==> config.mk <==
export PLATFORM = sky130hd
export DESIGN_NAME = pbba_top
export DESIGN_NICKNAME = d
export VERILOG_FILES = /design/src/pbba_pkg.sv /design/src/pbba_rr_pick.sv /design/src/pbba_top.sv
export VERILOG_INCLUDE_DIRS = /design/src
export SDC_FILE = /design/constraint.sdc
export NUM_CORES = 1
export LEC_CHECK = 0
export BUFFER_PORTS_ARGS = -buffer_cell sky130_fd_sc_hd__buf_4
export CAP_MARGIN = 20
export CORE_UTILIZATION = 55
export DETAILED_ROUTE_END_ITERATION = 10
export GPL_TIMING_DRIVEN = 0
export PLACE_DENSITY = 0.84
export SLEW_MARGIN = 20
export SYNTH_ARGS = -nofsm -noshare
export SYNTH_HDL_FRONTEND = slang
export SYNTH_SLANG_ARGS = --single-unit
==> constraint.sdc <==
create_clock -name aclk -period 6.3 [get_ports aclk]
set_input_delay 0.315 -clock aclk [delete_from_list [all_inputs] [get_ports aclk]]
set_output_delay 0.315 -clock aclk [all_outputs]
set_load 0.02 [all_outputs]
==> src/pbba_consts.svh <==
// Purpose: constants of the bridge bus arbitration block
// Assumes: included by the package only
// Notes:   offsets are AXI4-Lite byte addresses
`ifndef PBBA_CONSTS_SVH
`define PBBA_CONSTS_SVH

// ----------------------------------------------------------------
// masters and widths
// ----------------------------------------------------------------
`define PBBA_NM          5
`define PBBA_NEXT        4
`define PBBA_IDX_W       3
`define PBBA_BRIDGE      3'h4
`define PBBA_SYNC_W      9
`define PBBA_ADDR_W      12

// ----------------------------------------------------------------
// timing counts in aclk cycles
// ----------------------------------------------------------------
`define PBBA_IDLE_LIMIT  5'h10
`define PBBA_TERM_HOLD   2'h2
`define PBBA_TTP_W       7

// ----------------------------------------------------------------
// register map
// ----------------------------------------------------------------
`define PBBA_OFF_PARK    12'h048
`define PBBA_OFF_PREEMPT 12'h04c
`define PBBA_OFF_STATUS  12'h050
`define PBBA_BIT_ARB_DIS 0
`define PBBA_BIT_PARK_BR 1
`define PBBA_BIT_PRE_OFF 31
`define PBBA_TTP_HI      30
`define PBBA_TTP_LO      28
`define PBBA_HIPRI_HI    4
`define PBBA_HIPRI_LO    0
`define PBBA_RESP_OKAY   2'h0
`define PBBA_RESP_SLVERR 2'h2

`endif

==> src/pbba_pkg.sv <==
// Purpose: types of the bridge bus arbitration block
// Assumes: pbba_consts.svh next to this file
// Notes:   one packed state struct, for the top module only
package pbba_pkg;
`include "pbba_consts.svh"

    // ------------------------------------------------------------
    // secondary arbiter states
    // ------------------------------------------------------------
    typedef enum logic [1:0] {ARB_OWN, ARB_GAP, ARB_OFF} pbba_arb_t;

    // ------------------------------------------------------------
    // state of the top module
    // ------------------------------------------------------------
    typedef struct packed {
        logic [`PBBA_SYNC_W-1:0] sync1;
        logic [`PBBA_SYNC_W-1:0] sync2;
        logic [1:0]              hold;
        logic                    req_n;
        logic                    start;
        logic                    in_xfer;
        logic                    adcbe_oe;
        logic                    par_oe;
        pbba_arb_t               arb;
        logic [`PBBA_IDX_W-1:0]  owner;
        logic [`PBBA_NEXT-1:0]   sec_gnt_n;
        logic                    bridge_gnt;
        logic                    gnt_oe;
        logic [4:0]              idle_cnt;
        logic [`PBBA_TTP_W-1:0]  wait_cnt;
        logic                    arb_dis;
        logic                    park_br;
        logic                    pre_off;
        logic [2:0]              ttp;
        logic [`PBBA_NM-1:0]     hipri;
        logic                    aw_got;
        logic                    w_got;
        logic [`PBBA_ADDR_W-1:0] awaddr;
        logic [31:0]             wdata;
        logic [3:0]              wstrb;
        logic                    awready;
        logic                    wready;
        logic                    bvalid;
        logic [1:0]              bresp;
        logic                    arready;
        logic                    rvalid;
        logic [31:0]             rdata;
        logic [1:0]              rresp;
    } pbba_state_t;

endpackage : pbba_pkg

==> src/pbba_rr_pick.sv <==
// Purpose: rotating pick of one requester after the last owner
// Assumes: purely combinational
// Notes:   used once per priority level
`timescale 1ns/10ps
module pbba_rr_pick
    import pbba_pkg::*;
#(
    parameter int N  = `PBBA_NM,
    parameter int IW = `PBBA_IDX_W
)
(
    input  wire logic [N-1:0]  req,
    input  wire logic [IW-1:0] last,
    output logic               valid,
    output logic [IW-1:0]      idx
);

    // ------------------------------------------------------------
    // search downward so the nearest one after last wins
    // ------------------------------------------------------------
    always_comb
    begin
        valid = 1'b0;
        idx   = last;
        for (int k = N; k >= 1; k--)
        begin
            if (req[(int'(last) + k) % N])
            begin
                valid = 1'b1;
                idx   = IW'((int'(last) + k) % N);
            end
        end
    end

endmodule : pbba_rr_pick

==> src/pbba_top.sv <==
// Purpose: primary request/park and secondary arbiter of a bridge
// Assumes: one clock aclk; pins pass two flip-flops first
// Notes:   registers over AXI4-Lite; clk_en low freezes all state
`timescale 1ns/10ps

module pbba_top
    import pbba_pkg::*;
(
    input  wire logic                    aclk,
    input  wire logic                    aresetn,
    input  wire logic                    clk_en,
    input  wire logic [`PBBA_ADDR_W-1:0] s_axi_awaddr,
    input  wire logic                    s_axi_awvalid,
    output logic                         s_axi_awready,
    input  wire logic [31:0]             s_axi_wdata,
    input  wire logic [3:0]              s_axi_wstrb,
    input  wire logic                    s_axi_wvalid,
    output logic                         s_axi_wready,
    output logic [1:0]                   s_axi_bresp,
    output logic                         s_axi_bvalid,
    input  wire logic                    s_axi_bready,
    input  wire logic [`PBBA_ADDR_W-1:0] s_axi_araddr,
    input  wire logic                    s_axi_arvalid,
    output logic                         s_axi_arready,
    output logic [31:0]                  s_axi_rdata,
    output logic [1:0]                   s_axi_rresp,
    output logic                         s_axi_rvalid,
    input  wire logic                    s_axi_rready,
    input  wire logic                    up_pending,
    input  wire logic                    up_term,
    input  wire logic                    up_done,
    input  wire logic                    pri_gnt_n,
    input  wire logic                    pri_frame_n,
    input  wire logic                    pri_irdy_n,
    output logic                         pri_req_n,
    output logic                         pri_start,
    output logic                         pri_ad_cbe_oe,
    output logic                         upstream_parity_oe,
    input  wire logic                    sec_bridge_req,
    input  wire logic [`PBBA_NEXT-1:0]   sec_req_n,
    input  wire logic                    sec_frame_n,
    input  wire logic                    downstream_initiator_ready_n,
    output logic [`PBBA_NEXT-1:0]        sec_gnt_n,
    output logic                         sec_gnt_oe,
    output logic                         sec_bridge_gnt
);

    localparam pbba_state_t ST_RST = '{
        sync1: '1, sync2: '1, req_n: 1'b1, arb: ARB_OWN,
        owner: `PBBA_BRIDGE, sec_gnt_n: '1, bridge_gnt: 1'b1,
        gnt_oe: 1'b1, default: '0};

    pbba_state_t             s_q;
    pbba_state_t             s_d;
    logic                    gnt_s;
    logic                    pri_idle;
    logic                    sec_busy;
    logic [`PBBA_NM-1:0]     req5;
    logic [`PBBA_NM-1:0]     own_oh;
    logic [`PBBA_NM-1:0]     others;
    logic                    own_req;
    logic                    hi_v;
    logic                    lo_v;
    logic [`PBBA_IDX_W-1:0]  hi_idx;
    logic [`PBBA_IDX_W-1:0]  lo_idx;
    logic                    pick_v;
    logic [`PBBA_IDX_W-1:0]  pick;
    logic [`PBBA_TTP_W-1:0]  ttp_cyc;
    logic                    preempt;
    logic                    timeout;
    logic                    gnt_on;
    logic [`PBBA_NM-1:0]     gvec;
    logic [31:0]             wmask;
    logic [31:0]             word;

    // ------------------------------------------------------------
    // synchronised pins, only stage two is read
    // ------------------------------------------------------------
    assign gnt_s    = !s_q.sync2[0];
    assign pri_idle = s_q.sync2[1] && s_q.sync2[2];
    assign sec_busy = !s_q.sync2[7] || !s_q.sync2[8];
    assign req5     = {sec_bridge_req, ~s_q.sync2[6:3]};
    assign own_oh   = `PBBA_NM'(1) << s_q.owner;
    assign others   = req5 & ~own_oh;
    assign own_req  = |(req5 & own_oh);
    assign gnt_on   = s_q.bridge_gnt || !(&s_q.sec_gnt_n);

    // ------------------------------------------------------------
    // two-level rotating pick
    // ------------------------------------------------------------
    pbba_rr_pick #(.N(`PBBA_NM), .IW(`PBBA_IDX_W)) u_pick_hi (
        .req   (others & s_q.hipri),
        .last  (s_q.owner),
        .valid (hi_v),
        .idx   (hi_idx)
    );

    pbba_rr_pick #(.N(`PBBA_NM), .IW(`PBBA_IDX_W)) u_pick_lo (
        .req   (others & ~s_q.hipri),
        .last  (s_q.owner),
        .valid (lo_v),
        .idx   (lo_idx)
    );

    assign pick_v = hi_v || lo_v;
    assign pick   = hi_v ? hi_idx : lo_idx;

    // code 0 gives no wait, others a power of two
    assign ttp_cyc = (s_q.ttp == 3'h0) ? '0 :
                     `PBBA_TTP_W'(1) << (s_q.ttp - 3'h1);
    assign preempt = !s_q.pre_off && pick_v && gnt_on &&
                     (s_q.wait_cnt >= ttp_cyc);
    assign timeout = s_q.owner != `PBBA_BRIDGE && gnt_on && !sec_busy &&
                     s_q.idle_cnt == `PBBA_IDLE_LIMIT - 5'h1;

    // ------------------------------------------------------------
    // register word views
    // ------------------------------------------------------------
    function automatic logic [31:0] reg_word(
        input pbba_state_t             st,
        input logic [`PBBA_ADDR_W-1:0] a
    );
        logic [31:0] w;
        w = '0;
        if (a == `PBBA_OFF_PARK)
        begin
            w[`PBBA_BIT_ARB_DIS] = st.arb_dis;
            w[`PBBA_BIT_PARK_BR] = st.park_br;
        end
        else if (a == `PBBA_OFF_PREEMPT)
        begin
            w[`PBBA_BIT_PRE_OFF]               = st.pre_off;
            w[`PBBA_TTP_HI:`PBBA_TTP_LO]       = st.ttp;
            w[`PBBA_HIPRI_HI:`PBBA_HIPRI_LO]   = st.hipri;
        end
        else if (a == `PBBA_OFF_STATUS)
        begin
            w[15:0] = {3'h0, st.in_xfer, !st.req_n, st.arb,
                       st.bridge_gnt, ~st.sec_gnt_n, 1'b0, st.owner};
        end
        return w;
    endfunction : reg_word

    function automatic logic mapped(input logic [`PBBA_ADDR_W-1:0] a);
        return a == `PBBA_OFF_PARK || a == `PBBA_OFF_PREEMPT ||
               a == `PBBA_OFF_STATUS;
    endfunction : mapped

    // ------------------------------------------------------------
    // next state
    // ------------------------------------------------------------
    always_comb
    begin
        s_d   = s_q;
        wmask = '0;
        word  = '0;
        gvec  = '0;

        s_d.sync1 = {downstream_initiator_ready_n, sec_frame_n, sec_req_n,
                     pri_irdy_n, pri_frame_n, pri_gnt_n};
        s_d.sync2 = s_q.sync1;

        // primary request and start
        if (up_term)
            s_d.hold = `PBBA_TERM_HOLD;
        else if (s_q.hold != 2'h0)
            s_d.hold = s_q.hold - 2'h1;
        // pending counts only fully stored transactions
        s_d.req_n = !(up_pending && s_d.hold == 2'h0);
        s_d.start = !s_q.in_xfer && !s_q.req_n && gnt_s &&
                    pri_idle && !up_term;
        if (s_d.start)
            s_d.in_xfer = 1'b1;
        else if (up_done || up_term)
            s_d.in_xfer = 1'b0;
        s_d.adcbe_oe = gnt_s && s_q.req_n && pri_idle &&
                       !s_q.in_xfer;
        s_d.par_oe   = s_d.adcbe_oe && s_q.adcbe_oe;

        // secondary arbiter
        if (preempt || !pick_v || !gnt_on)
            s_d.wait_cnt = '0;
        else if (s_q.wait_cnt != '1)
            s_d.wait_cnt = s_q.wait_cnt + `PBBA_TTP_W'(1);
        if (gnt_on && !sec_busy && s_q.owner != `PBBA_BRIDGE)
            s_d.idle_cnt = s_q.idle_cnt + 5'h1;
        else
            s_d.idle_cnt = '0;

        case (s_q.arb)
            ARB_OWN:
            begin
                gvec = own_oh;
                if (s_q.arb_dis)
                begin
                    gvec      = '0;
                    s_d.arb   = ARB_OFF;
                end
                else if (timeout || (pick_v && (!own_req || preempt)) ||
                         (s_q.park_br && !pick_v && !own_req &&
                          s_q.owner != `PBBA_BRIDGE))
                begin
                    s_d.owner    = pick_v ? pick : `PBBA_BRIDGE;
                    s_d.idle_cnt = '0;
                    s_d.wait_cnt = '0;
                    if (sec_busy)
                        gvec = `PBBA_NM'(1) << s_d.owner;
                    else
                    begin
                        gvec    = '0;
                        s_d.arb = ARB_GAP;
                    end
                end
            end
            ARB_GAP:
            begin
                gvec    = own_oh;
                s_d.arb = ARB_OWN;
            end
            ARB_OFF:
            begin
                // handing back waits one idle clock
                if (!s_q.arb_dis)
                begin
                    s_d.owner = `PBBA_BRIDGE;
                    s_d.arb   = ARB_GAP;
                end
            end
            default:
            begin
                s_d.arb = ARB_GAP;
            end
        endcase
        s_d.sec_gnt_n  = ~gvec[`PBBA_NEXT-1:0];
        s_d.bridge_gnt = gvec[`PBBA_NEXT];
        s_d.gnt_oe     = s_d.arb != ARB_OFF;

        // AXI4-Lite write, address and data in either order
        if (s_axi_awvalid && s_q.awready)
        begin
            s_d.aw_got = 1'b1;
            s_d.awaddr = {s_axi_awaddr[`PBBA_ADDR_W-1:2], 2'h0};
        end
        if (s_axi_wvalid && s_q.wready)
        begin
            s_d.w_got = 1'b1;
            s_d.wdata = s_axi_wdata;
            s_d.wstrb = s_axi_wstrb;
        end
        if (s_q.aw_got && s_q.w_got)
        begin
            for (int b = 0; b < 4; b++)
                wmask[b*8 +: 8] = {8{s_q.wstrb[b]}};
            word = (reg_word(s_q, s_q.awaddr) & ~wmask) |
                   (s_q.wdata & wmask);
            if (s_q.awaddr == `PBBA_OFF_PARK)
            begin
                s_d.arb_dis = word[`PBBA_BIT_ARB_DIS];
                s_d.park_br = word[`PBBA_BIT_PARK_BR];
            end
            if (s_q.awaddr == `PBBA_OFF_PREEMPT)
            begin
                s_d.pre_off = word[`PBBA_BIT_PRE_OFF];
                s_d.ttp     = word[`PBBA_TTP_HI:`PBBA_TTP_LO];
                s_d.hipri   = word[`PBBA_HIPRI_HI:`PBBA_HIPRI_LO];
            end
            s_d.bresp  = mapped(s_q.awaddr) ? `PBBA_RESP_OKAY :
                                              `PBBA_RESP_SLVERR;
            s_d.bvalid = 1'b1;
            s_d.aw_got = 1'b0;
            s_d.w_got  = 1'b0;
        end
        else if (s_q.bvalid && s_axi_bready)
            s_d.bvalid = 1'b0;
        s_d.awready = !s_d.aw_got && !s_d.bvalid && !s_q.bvalid;
        s_d.wready  = !s_d.w_got && !s_d.bvalid && !s_q.bvalid;

        // AXI4-Lite read
        if (s_axi_arvalid && s_q.arready)
        begin
            s_d.rvalid = 1'b1;
            s_d.rdata  = reg_word(s_q, s_axi_araddr & ~`PBBA_ADDR_W'(3));
            s_d.rresp  = mapped(s_axi_araddr & ~`PBBA_ADDR_W'(3)) ?
                         `PBBA_RESP_OKAY : `PBBA_RESP_SLVERR;
        end
        else if (s_q.rvalid && s_axi_rready)
            s_d.rvalid = 1'b0;
        s_d.arready = !s_d.rvalid && !s_q.rvalid;
    end

    // ------------------------------------------------------------
    // state register, frozen while clk_en is low
    // ------------------------------------------------------------
    always_ff @(posedge aclk)
    begin
        if (!aresetn)
            s_q <= ST_RST;
        else if (clk_en)
            s_q <= s_d;
    end

    assign s_axi_awready      = s_q.awready;
    assign s_axi_wready       = s_q.wready;
    assign s_axi_bresp        = s_q.bresp;
    assign s_axi_bvalid       = s_q.bvalid;
    assign s_axi_arready      = s_q.arready;
    assign s_axi_rdata        = s_q.rdata;
    assign s_axi_rresp        = s_q.rresp;
    assign s_axi_rvalid       = s_q.rvalid;
    assign pri_req_n          = s_q.req_n;
    assign pri_start          = s_q.start;
    assign pri_ad_cbe_oe      = s_q.adcbe_oe;
    assign upstream_parity_oe = s_q.par_oe;
    assign sec_gnt_n          = s_q.sec_gnt_n;
    assign sec_gnt_oe         = s_q.gnt_oe;
    assign sec_bridge_gnt     = s_q.bridge_gnt;
endmodule : pbba_top

Yosys cells after proc, flatten, opt, wreduce, memory -nomap -nowiden

Index checks and enable logic that the tools add are counted.

Output and inout bits: 51
Word-level logic and storage cells: 265
Register bits: 136
Input port bits: 81

Add/subtract/negate cells: 9
Shifts and indexed selects: 3
Equality and inequality tests: 15
Muxes and demuxes: 100
Divide/modulo/power cells: 5
Magnitude comparators: 6
Bitwise operators: 13
Reduce and logical (&&, ||, !) cells: 81

Operators by type and width:

| cell                    | number |
|---|---|
| $lt A32 B5 Y1 const B   | 5 |
| $mod A32 B4 Y32 const B | 5 |
| $and A32 B32 Y32        | 2 |
| $eq A10 B5 Y1 const B   | 6 |
| $mux W5                 | 8 |
| $mux W3                 | 13 |
| $mux W1                 | 38 |
| $mux W12                | 3 |
| $logic_and A1 B1 Y1     | 33 |
| $not A32 Y32            | 1 |
| $or A32 B32 Y32         | 1 |
| $bmux W1 S3             | 10 |
| $mux W14                | 2 |
| $mux W13                | 2 |
| $mux W7                 | 3 |
| $and A5 B5 Y5           | 4 |
| $mux W2                 | 10 |
| $mux W4                 | 5 |
| $logic_not A1 Y1        | 19 |
| $mux W8                 | 2 |
| $logic_or A1 B1 Y1      | 13 |
| $not A4 Y4              | 3 |
| $mux W11                | 1 |
| $not A5 Y5              | 2 |
| other kinds (27)        | 41 |

Logic depth before layout (Yosys ltp)

Gate-level depths: netlist of the first run.

Depth after elaboration: 24
Mapped depth: 26
Mapped depth without buffers: 20

Cells and area by module

From an unflattened synthesis of the first run, not the netlist that was laid out.

Cells, all modules: 1,148
Area total of the unflattened synthesis: 8,809.7 µm²

Modules (own cells, without submodules):

| module                   | sequential area each (µm²) | instances | cells each | area an instance (µm²) |
|---|---|---|---|---|
| pbba_top                 | 2,122.0                    | 1         | 641        | 5,172.5 |
| pbba_rr_pick (u_pick_hi) | 0.0                        | 1         | 280        | 1,960.6 |
| pbba_rr_pick (u_pick_lo) | 0.0                        | 1         | 227        | 1,676.6 |

Worst setup path after synthesis of the first run

Ideal clock, no wire load.

Kind: register to register
Start point: register s_q[120] (netlist name)
End point: register s_q (netlist bit sec_gnt_n[2])
Clock period less this slack: 5.819 ns
Setup time: 0.125 ns
Buffers on the path: 7
Data required time: 6.175 ns
Cell stages (with the launch flop): 26
Data arrival time: 5.693 ns
Path slack: 0.481 ns
Path through: dfxtp_1 -> buf_6 -> clkbuf_8 -> clkbuf_1 -> clkbuf_8 -> clkbuf_1 -> inv_1 -> ha_1 -> buf_2 -> inv_1 -> ha_1 -> nor3_1 -> nor3_1 -> nor2_1 -> inv_1 -> ha_1 -> or2b_2 -> a22o_2 -> buf_6 -> a41o_1 -> o31a_2 -> o311ai_0 -> a41oi_1 -> a311oi_1 -> and2b_2 -> a21oi_1

Word-level cells in the longest chain between the ends: 24
Elaborated cells between the ends (all ways): 92
Classes of those cells: add/sub (5); div (5); eq/ne (1); shift (2); mux (56); bitwise (6); reduce/logical (17)

Ends and longest elaborated chain:

| item                                                     | RTL line        | RTL |
|---|---|---|
| start: declaration                                       | pbba_top.sv:53  | `pbba_state_t s_q;` |
| start signal: assignment                                 | pbba_top.sv:297 | `s_q <= ST_RST;` |
| start signal: assignment                                 | pbba_top.sv:299 | `s_q <= s_d;` |
| branches (longest 22 deep; another with $mod A32 B4 Y32) | n/a             |  |
| $pmux W5 S2 (*)                                          | pbba_top.sv:190 | `case (s_q.arb)` |
| $not A4 Y4 (*)                                           | pbba_top.sv:234 | `` s_d.sec_gnt_n = ~gvec[`PBBA_NEXT-1:0]; `` |

Mark *: on every way between the ends. The select of a mux whose other input is x is not followed.
A chain may end at the register's enable or synchronous reset.

Worst setup path in the final report of the first run

Start point: register s_q[120] (netlist name)
End point: register s_q[112] (netlist name)

Word-level cells in the longest chain between the ends: 23
Elaborated cells between the ends (all ways): 79
Classes of those cells: add/sub (5); div (5); eq/ne (1); shift (1); mux (44); bitwise (5); reduce/logical (18)

Ends and longest elaborated chain:

| item                                                     | RTL line |
|---|---|
| branches (longest 22 deep; another with $mod A32 B4 Y32) | n/a |
| $mux W12 (*)                                             | pbba_top.sv:190 |

Marked as above.

==> results of run 1 <==
## state kept, by name, summed over array words and instances (netlist names), 4 cells and up
name         cells
s_axi_rdata     17
s_d              9
s_q             63
sec_gnt_n        4
## placed cells by master, fill, tap and decap left out, types with 39 or more instances in the layout
cell type and count:
buf_4 139, nand2_1 122, dfxtp_1 104, nor2_1 46, a21oi_1 43, nor2b_1 43, o21ai_0 40, clkbuf_1 39
mux2i_1 39
## cell families after synthesis
logic type | share of synthesized area
AOI/OAI and AO/OA | 0.254
adders and majority gates | 0.0621
muxes | 0.0646
and+or+nand+nor | 0.263
buffers and inverters | 0.0840
DFF | 0.263
xor gates and xnor gates | 0.00854
other | 0.000465
## how the worst min path moves through the flow
stage	from	endpoint	depth (start not counted)
2_1_floorplan	s_q[83]$_SDFFE_PN0P_	s_q[83]$_SDFFE_PN0P_	2
6_report	pri_gnt_n	s_d[132]$_SDFFE_PN1P_	3
3_5_place_dp	s_q[83]$_SDFFE_PN0P_	s_q[83]$_SDFFE_PN0P_	2
5_1_grt	pri_irdy_n	s_d[134]$_SDFFE_PN1P_	3
3_3_place_gp	s_q[83]$_SDFFE_PN0P_	s_q[83]$_SDFFE_PN0P_	2
4_1_cts	pri_gnt_n	s_d[132]$_SDFFE_PN1P_	3
## cell usage after synthesis, drive strengths merged, types with 8 or more instances
library cell / number / area share
nor4: 11 / 0.0085
nor3: 32 / 0.020
nand3: 34 / 0.021
mux2i: 41 / 0.053
o21ai: 46 / 0.029
or3: 13 / 0.010
nand3b: 9 / 0.0084
nor3b: 9 / 0.0090
and2: 14 / 0.011
a21boi: 38 / 0.037
nand2: 122 / 0.057
or2: 8 / 0.0065
o211ai: 11 / 0.012
clkbuf: 42 / 0.022
nor2: 47 / 0.022
dfxtp: 106 / 0.26
buf: 49 / 0.045
o21a: 8 / 0.0084
inv: 35 / 0.016
a211oi: 14 / 0.014
a21o: 8 / 0.0076
nor2b: 43 / 0.033
a2111oi: 8 / 0.012
nand2b: 11 / 0.0088
ha: 40 / 0.062
a21oi: 50 / 0.035
a31oi: 10 / 0.0078
and3: 14 / 0.012
## worst max-delay path, cell delays in order (launching register included)
cell        delay, ns
dfxtp_2          0.40
buf_6            0.16
clkbuf_8         0.19
clkbuf_4         0.24
clkbuf_8         0.21
buf_6            0.19
inv_1            0.15
ha_4             0.36
buf_4            0.22
clkinvlp_4       0.12
ha_1             0.23
nor3_2           0.25
nor3_2           0.10
nor2_2           0.25
inv_1            0.13
ha_1             0.19
or2b_2           0.28
a22o_2           0.25
buf_6            0.15
mux2i_1          0.16
o211ai_1         0.21
o31ai_4          0.31
nand4b_4         0.24
o31ai_4          0.41
buf_4            0.18
a21boi_4         0.09
a211oi_1         0.20
a31o_1           0.12
## final cells by class
cell class | count | area share
Multi-Input combinational cell | 784 | 0.572
Sequential cell | 106 | 0.223
Timing Repair Buffer | 97 | 0.0765
Buffer | 91 | 0.0590
Clock buffer | 11 | 0.0244
Tap cell | 180 | 0.0237
Inverter | 35 | 0.0146
Clock inverter | 5 | 0.00657
## metal layers
layer	part of all wire	global-route usage
met1	0.45	0.457
met2	0.43	0.484
met3	0.096	0.0590
met4	0.025	0.104
met5	0	0
## what timing repair did
item                                    in CTS  in global routing
endpoints found under the setup margin      21                 21
gates resized for setup                     13                 26
pin swaps                                    2                  4
buffers inserted                             3                 10
## power by group through the flow
stage | registers (mW) | clock network, mW | logic [mW]
after floorplan | 0.731 | 0 | 1.10
after global placement | 0.733 | 0 | 1.42
after detailed placement | 0.734 | 0 | 1.44
after CTS | 0.719 | 0.574 | 1.47
after global routing | 0.723 | 0.600 | 1.72
final | 0.720 | 0.572 | 1.61
==> run_results.csv, run 1 <==
group,metric,value,unit
clock_tree,cts.hold.buffers_added,0,
clock_tree,cts_max_level,3,
routing,routed_wl,24.4,mm
yosys,syn_area_per_cell,8.06,sq um
yosys,synth_area,8060,sq um
clock_tree,clockBufferDepth,2,
global_route,antenna_found_initial,0,
worst_setup_path,required,6.60,ns
power,vdd_ir_drop_max,0.204,mV
placed_design,placed_cell_area,8990,sq um
placed_design,gp_congestion,1.03,
sta,postLayoutSetupSlackWorst,0.217,ns
power,p_switching,1.27,mW
yosys,synth-seq-cells,106,
finish,area_growth,18.1,%
sta,setup_tns,0,ns
finish,multi_input_area,5450,sq um
worst_setup_path,crit_path_end,"s_q[112]$_SDFFE_PN0P_",
finish,fillers,1195,
placed_design,dp_hpwl,18.3,mm
global_route,grt_max_degree,18,
power,power.share.combinational,0.554,
yosys,syn_inst,1000,
yosys,synth_edf_count,0,
floorplanning,start_util,0.572,
routing,vias,8184,
finish,final_util,0.675,
global_route,grt_pass1_vias,7239,
floorplanning,die_y,123,um
worst_setup_path,crit_type,"reg2reg",
power,pwr-share-seq,0.248,
sta,slew_viol_final,0,
worst_setup_path,startpoint,"s_q[120]$_SDFFE_PN0P_",
worst_setup_path,r2r_end,"s_q[112]$_SDFFE_PN0P_",
floorplanning,coreArea,14100,sq um
global_route,gr-total-overflow,0,
placed_design,place_ws,-1.27,ns
placed_design,dp_cells,1280,
floorplanning,die_area,15100,sq um
clock_tree,cts_made_buffers,9,
clock_tree,path_clk_slew,0.07,ns
routing,wire_per_inst,18.6,um
routing,drt_first_iter_violations,846,
sta,fin_crit_sh,0.966,
clock_tree,cts_tree,"yes",
power,intPower,1.63,mW
worst_setup_path,endpoint_kind,"register",
clock_tree,cts_root_buffer,"clkbuf_16",
clock_tree,worstSkewPairLatency,0.35,ns
sta,rsz0062_at_grt,"false",
worst_setup_path,arrival,6.38,ns
worst_setup_path,crit_fanout,10,
power,pwr-share-clk,0.197,
global_route,track_usage,0.320,
floorplanning,num_io_pins,132,
sta,fmax,0.164,GHz
floorplanning,die_w,123,um
worst_setup_path,timing.rr.start,"s_q[120]$_SDFFE_PN0P_",
power,powerDensity,305,nW/um^2
run,drv_cap,0,
finish,final_nets,1245,
placed_design,io_buffers,84,
sta,skew,0.00824,ns
power,total_power,2.90,mW
outcome,status,"completed",
finish,final_cell_count_no_fill,1309,
yosys,yosysWarnings,0,
finish,regArea,2120,sq um
sta,whs,0.174,ns
sta,slew_headroom,0.233,
sta,setup_viol,0,
routing,drc,0,
power,switching_share,0.437,
worst_setup_path,start_kind,"register",
yosys,synthFlopType,"dfxtp_1",
sta,tightest_slew,1.14,ns
routing,antenna_left,0,
routing,first_pass_iters,5,
finish,drive_gt1_frac,0.220,
worst_hold_path,hp-class,"in2reg",
worst_setup_path,r2r_cells,27,
sta,period_needed,6.08,ns
yosys,synth-async-reset-ratio,0,
yosys,yosysSeqAreaShare,0.263,
power,p_leak,3.82,nW
worst_setup_path,r2r_setup_slack,0.22,ns
clock_tree,cts_sinks,106,
finish,design_area,9520,sq um
floorplanning,num_rows,43,
yosys,yosysUniqueCellTypes,108,
global_route,grt_pass1_wl,37.4,mm
finish,n_antenna_cell,0,
routing,via_per_inst,6.25,
sta,finalHoldViolations,0,
(Power assumes the default switching activity.)
==> inputs of run 2 (changes only) <==
--- a/config.mk
+++ b/config.mk
@@ -8,6 +8,7 @@
 export LEC_CHECK = 0
 export BUFFER_PORTS_ARGS = -buffer_cell sky130_fd_sc_hd__buf_4
 export CAP_MARGIN = 20
+export CORE_ASPECT_RATIO = 0.7
 export CORE_UTILIZATION = 55
 export DETAILED_ROUTE_END_ITERATION = 10
 export GPL_TIMING_DRIVEN = 0
==> run_results.csv, run 2 (synthesis results as in run 1) <==
group,metric,value,unit
global_route,grt_max_degree,20,
worst_hold_path,hp-class,"in2reg",
finish,final_common_cell,"buf_4",
sta,setup_tns,0,ns
finish,regArea,2120,sq um
clock_tree,path_clk_slew,0.08,ns
sta,tightest_slew,1.04,ns
clock_tree,cts_max_level,3,
clock_tree,clockBufferDepth,2,
clock_tree,cts.hold.buffers_added,0,
placed_design,placed_cell_area,9000,sq um
placed_design,io_buffers,84,
worst_setup_path,critPathMaxStageDelay,0.50,ns
power,total_power,2.91,mW
global_route,track_usage,0.327,
clock_tree,cts_sinks,106,
sta,slew_viol_final,0,
clock_tree,cts_tree,"yes",
worst_setup_path,path_common_cell,"inv_1",
run,drv_cap,0,
worst_setup_path,path_cells,"clkbuf_4, clkinvlp_4, ha_4, buf_2, inv_1, ha_1, nor3_1, or3_1, and2_1, ha_2, inv_1, o221a_2, or2_2, clkbuf_1, a21oi_2, o2111ai_1, and3_4, and4_1, a211o_1, nor3b_2, nand3b_1, a21boi_1",
finish,area_growth,18.3,%
power,vdd_ir_drop_max,0.163,mV
finish,top_register,"s_q",
floorplanning,die_y,103,um
finish,n_antenna_cell,0,
floorplanning,die_area,15200,sq um
routing,drc,0,
clock_tree,cts_made_buffers,9,
floorplanning,coreArea,14100,sq um
global_route,grt_pass1_wl,38.5,mm
routing,drt_first_iter_violations,769,
sta,slew_headroom,0.306,
outcome,status,"completed",
finish,design_area,9540,sq um
routing,vias,8118,
worst_setup_path,endpoint_kind,"register",
placed_design,gp_congestion,1.02,
placed_design,dp_hpwl,19.4,mm
worst_setup_path,crit_type,"reg2reg",
power,powerDensity,305,nW/um^2
power,p_leak,3.81,nW
worst_setup_path,crit_fanout,10,
routing,first_pass_iters,6,
sta,rsz0062_at_grt,"false",
sta,setup_viol,0,
finish,fillers,1186,
clock_tree,cts_root_buffer,"clkbuf_16",
sta,finalHoldViolations,0,
routing,antenna_left,0,
clock_tree,worstSkewPairLatency,0.35,ns
global_route,gr-total-overflow,0,
sta,period_needed,5.98,ns
finish,drive_gt1_frac,0.217,
routing,routed_wl,25.1,mm
floorplanning,num_rows,36,
worst_setup_path,start_kind,"register",
finish,largest_reg_flops,63,
routing,wire_per_inst,19.1,um
floorplanning,start_util,0.572,
sta,skew,0.0101,ns
sta,fmax,0.167,GHz
finish,multi_input_area,5490,sq um
finish,final_nets,1241,
worst_setup_path,crit_slowest_cell,"dfxtp_2",
global_route,grt_pass1_vias,7031,
floorplanning,die_w,147,um
global_route,antenna_found_initial,0,
sta,fin_crit_sh,0.949,
floorplanning,num_io_pins,132,
worst_setup_path,arrival,6.25,ns
worst_setup_path,required,6.57,ns
routing,via_per_inst,6.17,
sta,whs,0.181,ns
finish,layout_common_cells,"134 x buf_4, 122 x nand2_1, 104 x dfxtp_1",
-- run 2: cell types whose count changed in the layout (fill, tap and decap cells not counted), sizes merged --
cell / delta
inv: +2
bufinv: -1
buf: -3
clkbuf: -2
clkinvlp: -1
clkinv: +1
-- run 2: metal layers --
| metal | vias up | wire length [um] | track usage |
|---|---|---|---|
| li1 | 3856 | - | - |
| met1 | 3726 | 12000 | 0.501 |
| met2 | 506 | 9770 | 0.456 |
| met3 | 30 | 3030 | 0.0833 |
| met4 | 0 | 282 | 0.0569 |
| met5 | - | 0 | 0 |
-- run 2: final timing paths --
check | slack, ns | endpoint | startpoint | depth (start not counted)
max | 0.32 | s_q[104]$_SDFFE_PN0P_ | s_q[122]$_SDFFE_PN1P_ | 22
min reg2reg | 0.47 | s_axi_rdata[8]$_SDFFE_PN0P_ | s_axi_rdata[8]$_SDFFE_PN0P_ | 2
min | 0.18 | s_d[132]$_SDFFE_PN1P_ | pri_gnt_n | 3
max reg2reg | 0.32 | s_q[104]$_SDFFE_PN0P_ | s_q[122]$_SDFFE_PN1P_ | 22
-- run 2: final cells by class --
class                   count  area share
flip-flops and latches    106       0.223
multi-input cells         784       0.576
clock inverters             6     0.00577
plain buffers              90      0.0585
well taps                 190      0.0249
clock buffers              10      0.0240
repair buffers             94      0.0737
inverters                  35      0.0146
-- run 2: power breakdown --
group | switching, mW | total [mW] | internal [mW] | leakage, nW
registers | 0.0267 | 0.721 | 0.694 | 0.861
logic | 1.02 | 1.65 | 0.636 | 2.80
clock network | 0.263 | 0.540 | 0.277 | 0.140
total | 1.31 | 2.91 | 1.61 | 3.81
-- run 2: critical path: cells and delay by family, from the launching register on --
family | cells | cell delay [ns]
adder cells (fa/ha/maj) | 3 | 0.86
AND/OR/NAND/NOR | 8 | 1.89
flip-flops | 1 | 0.50
AO/OA/AOI/OAI | 5 | 1.43
buffers and inverters | 6 | 1.22
-- run 2: timing repair --
item | CTS | global route
endpoints found under the setup margin | 21 | 21
resized for setup | 15 | 29
buffers inserted | 2 | 7
pin swaps | 4 | 7
-- run 2: metrics by stage --
step	setup WS, ns	util	cells
global route	0.0162	0.676	1315
global placement	-1.68	0.638	1290
finish	0.323	0.676	1315
CTS	0.00474	0.663	1309
detailed placement	-1.75	0.639	1291
floorplan	0.481	-	1016
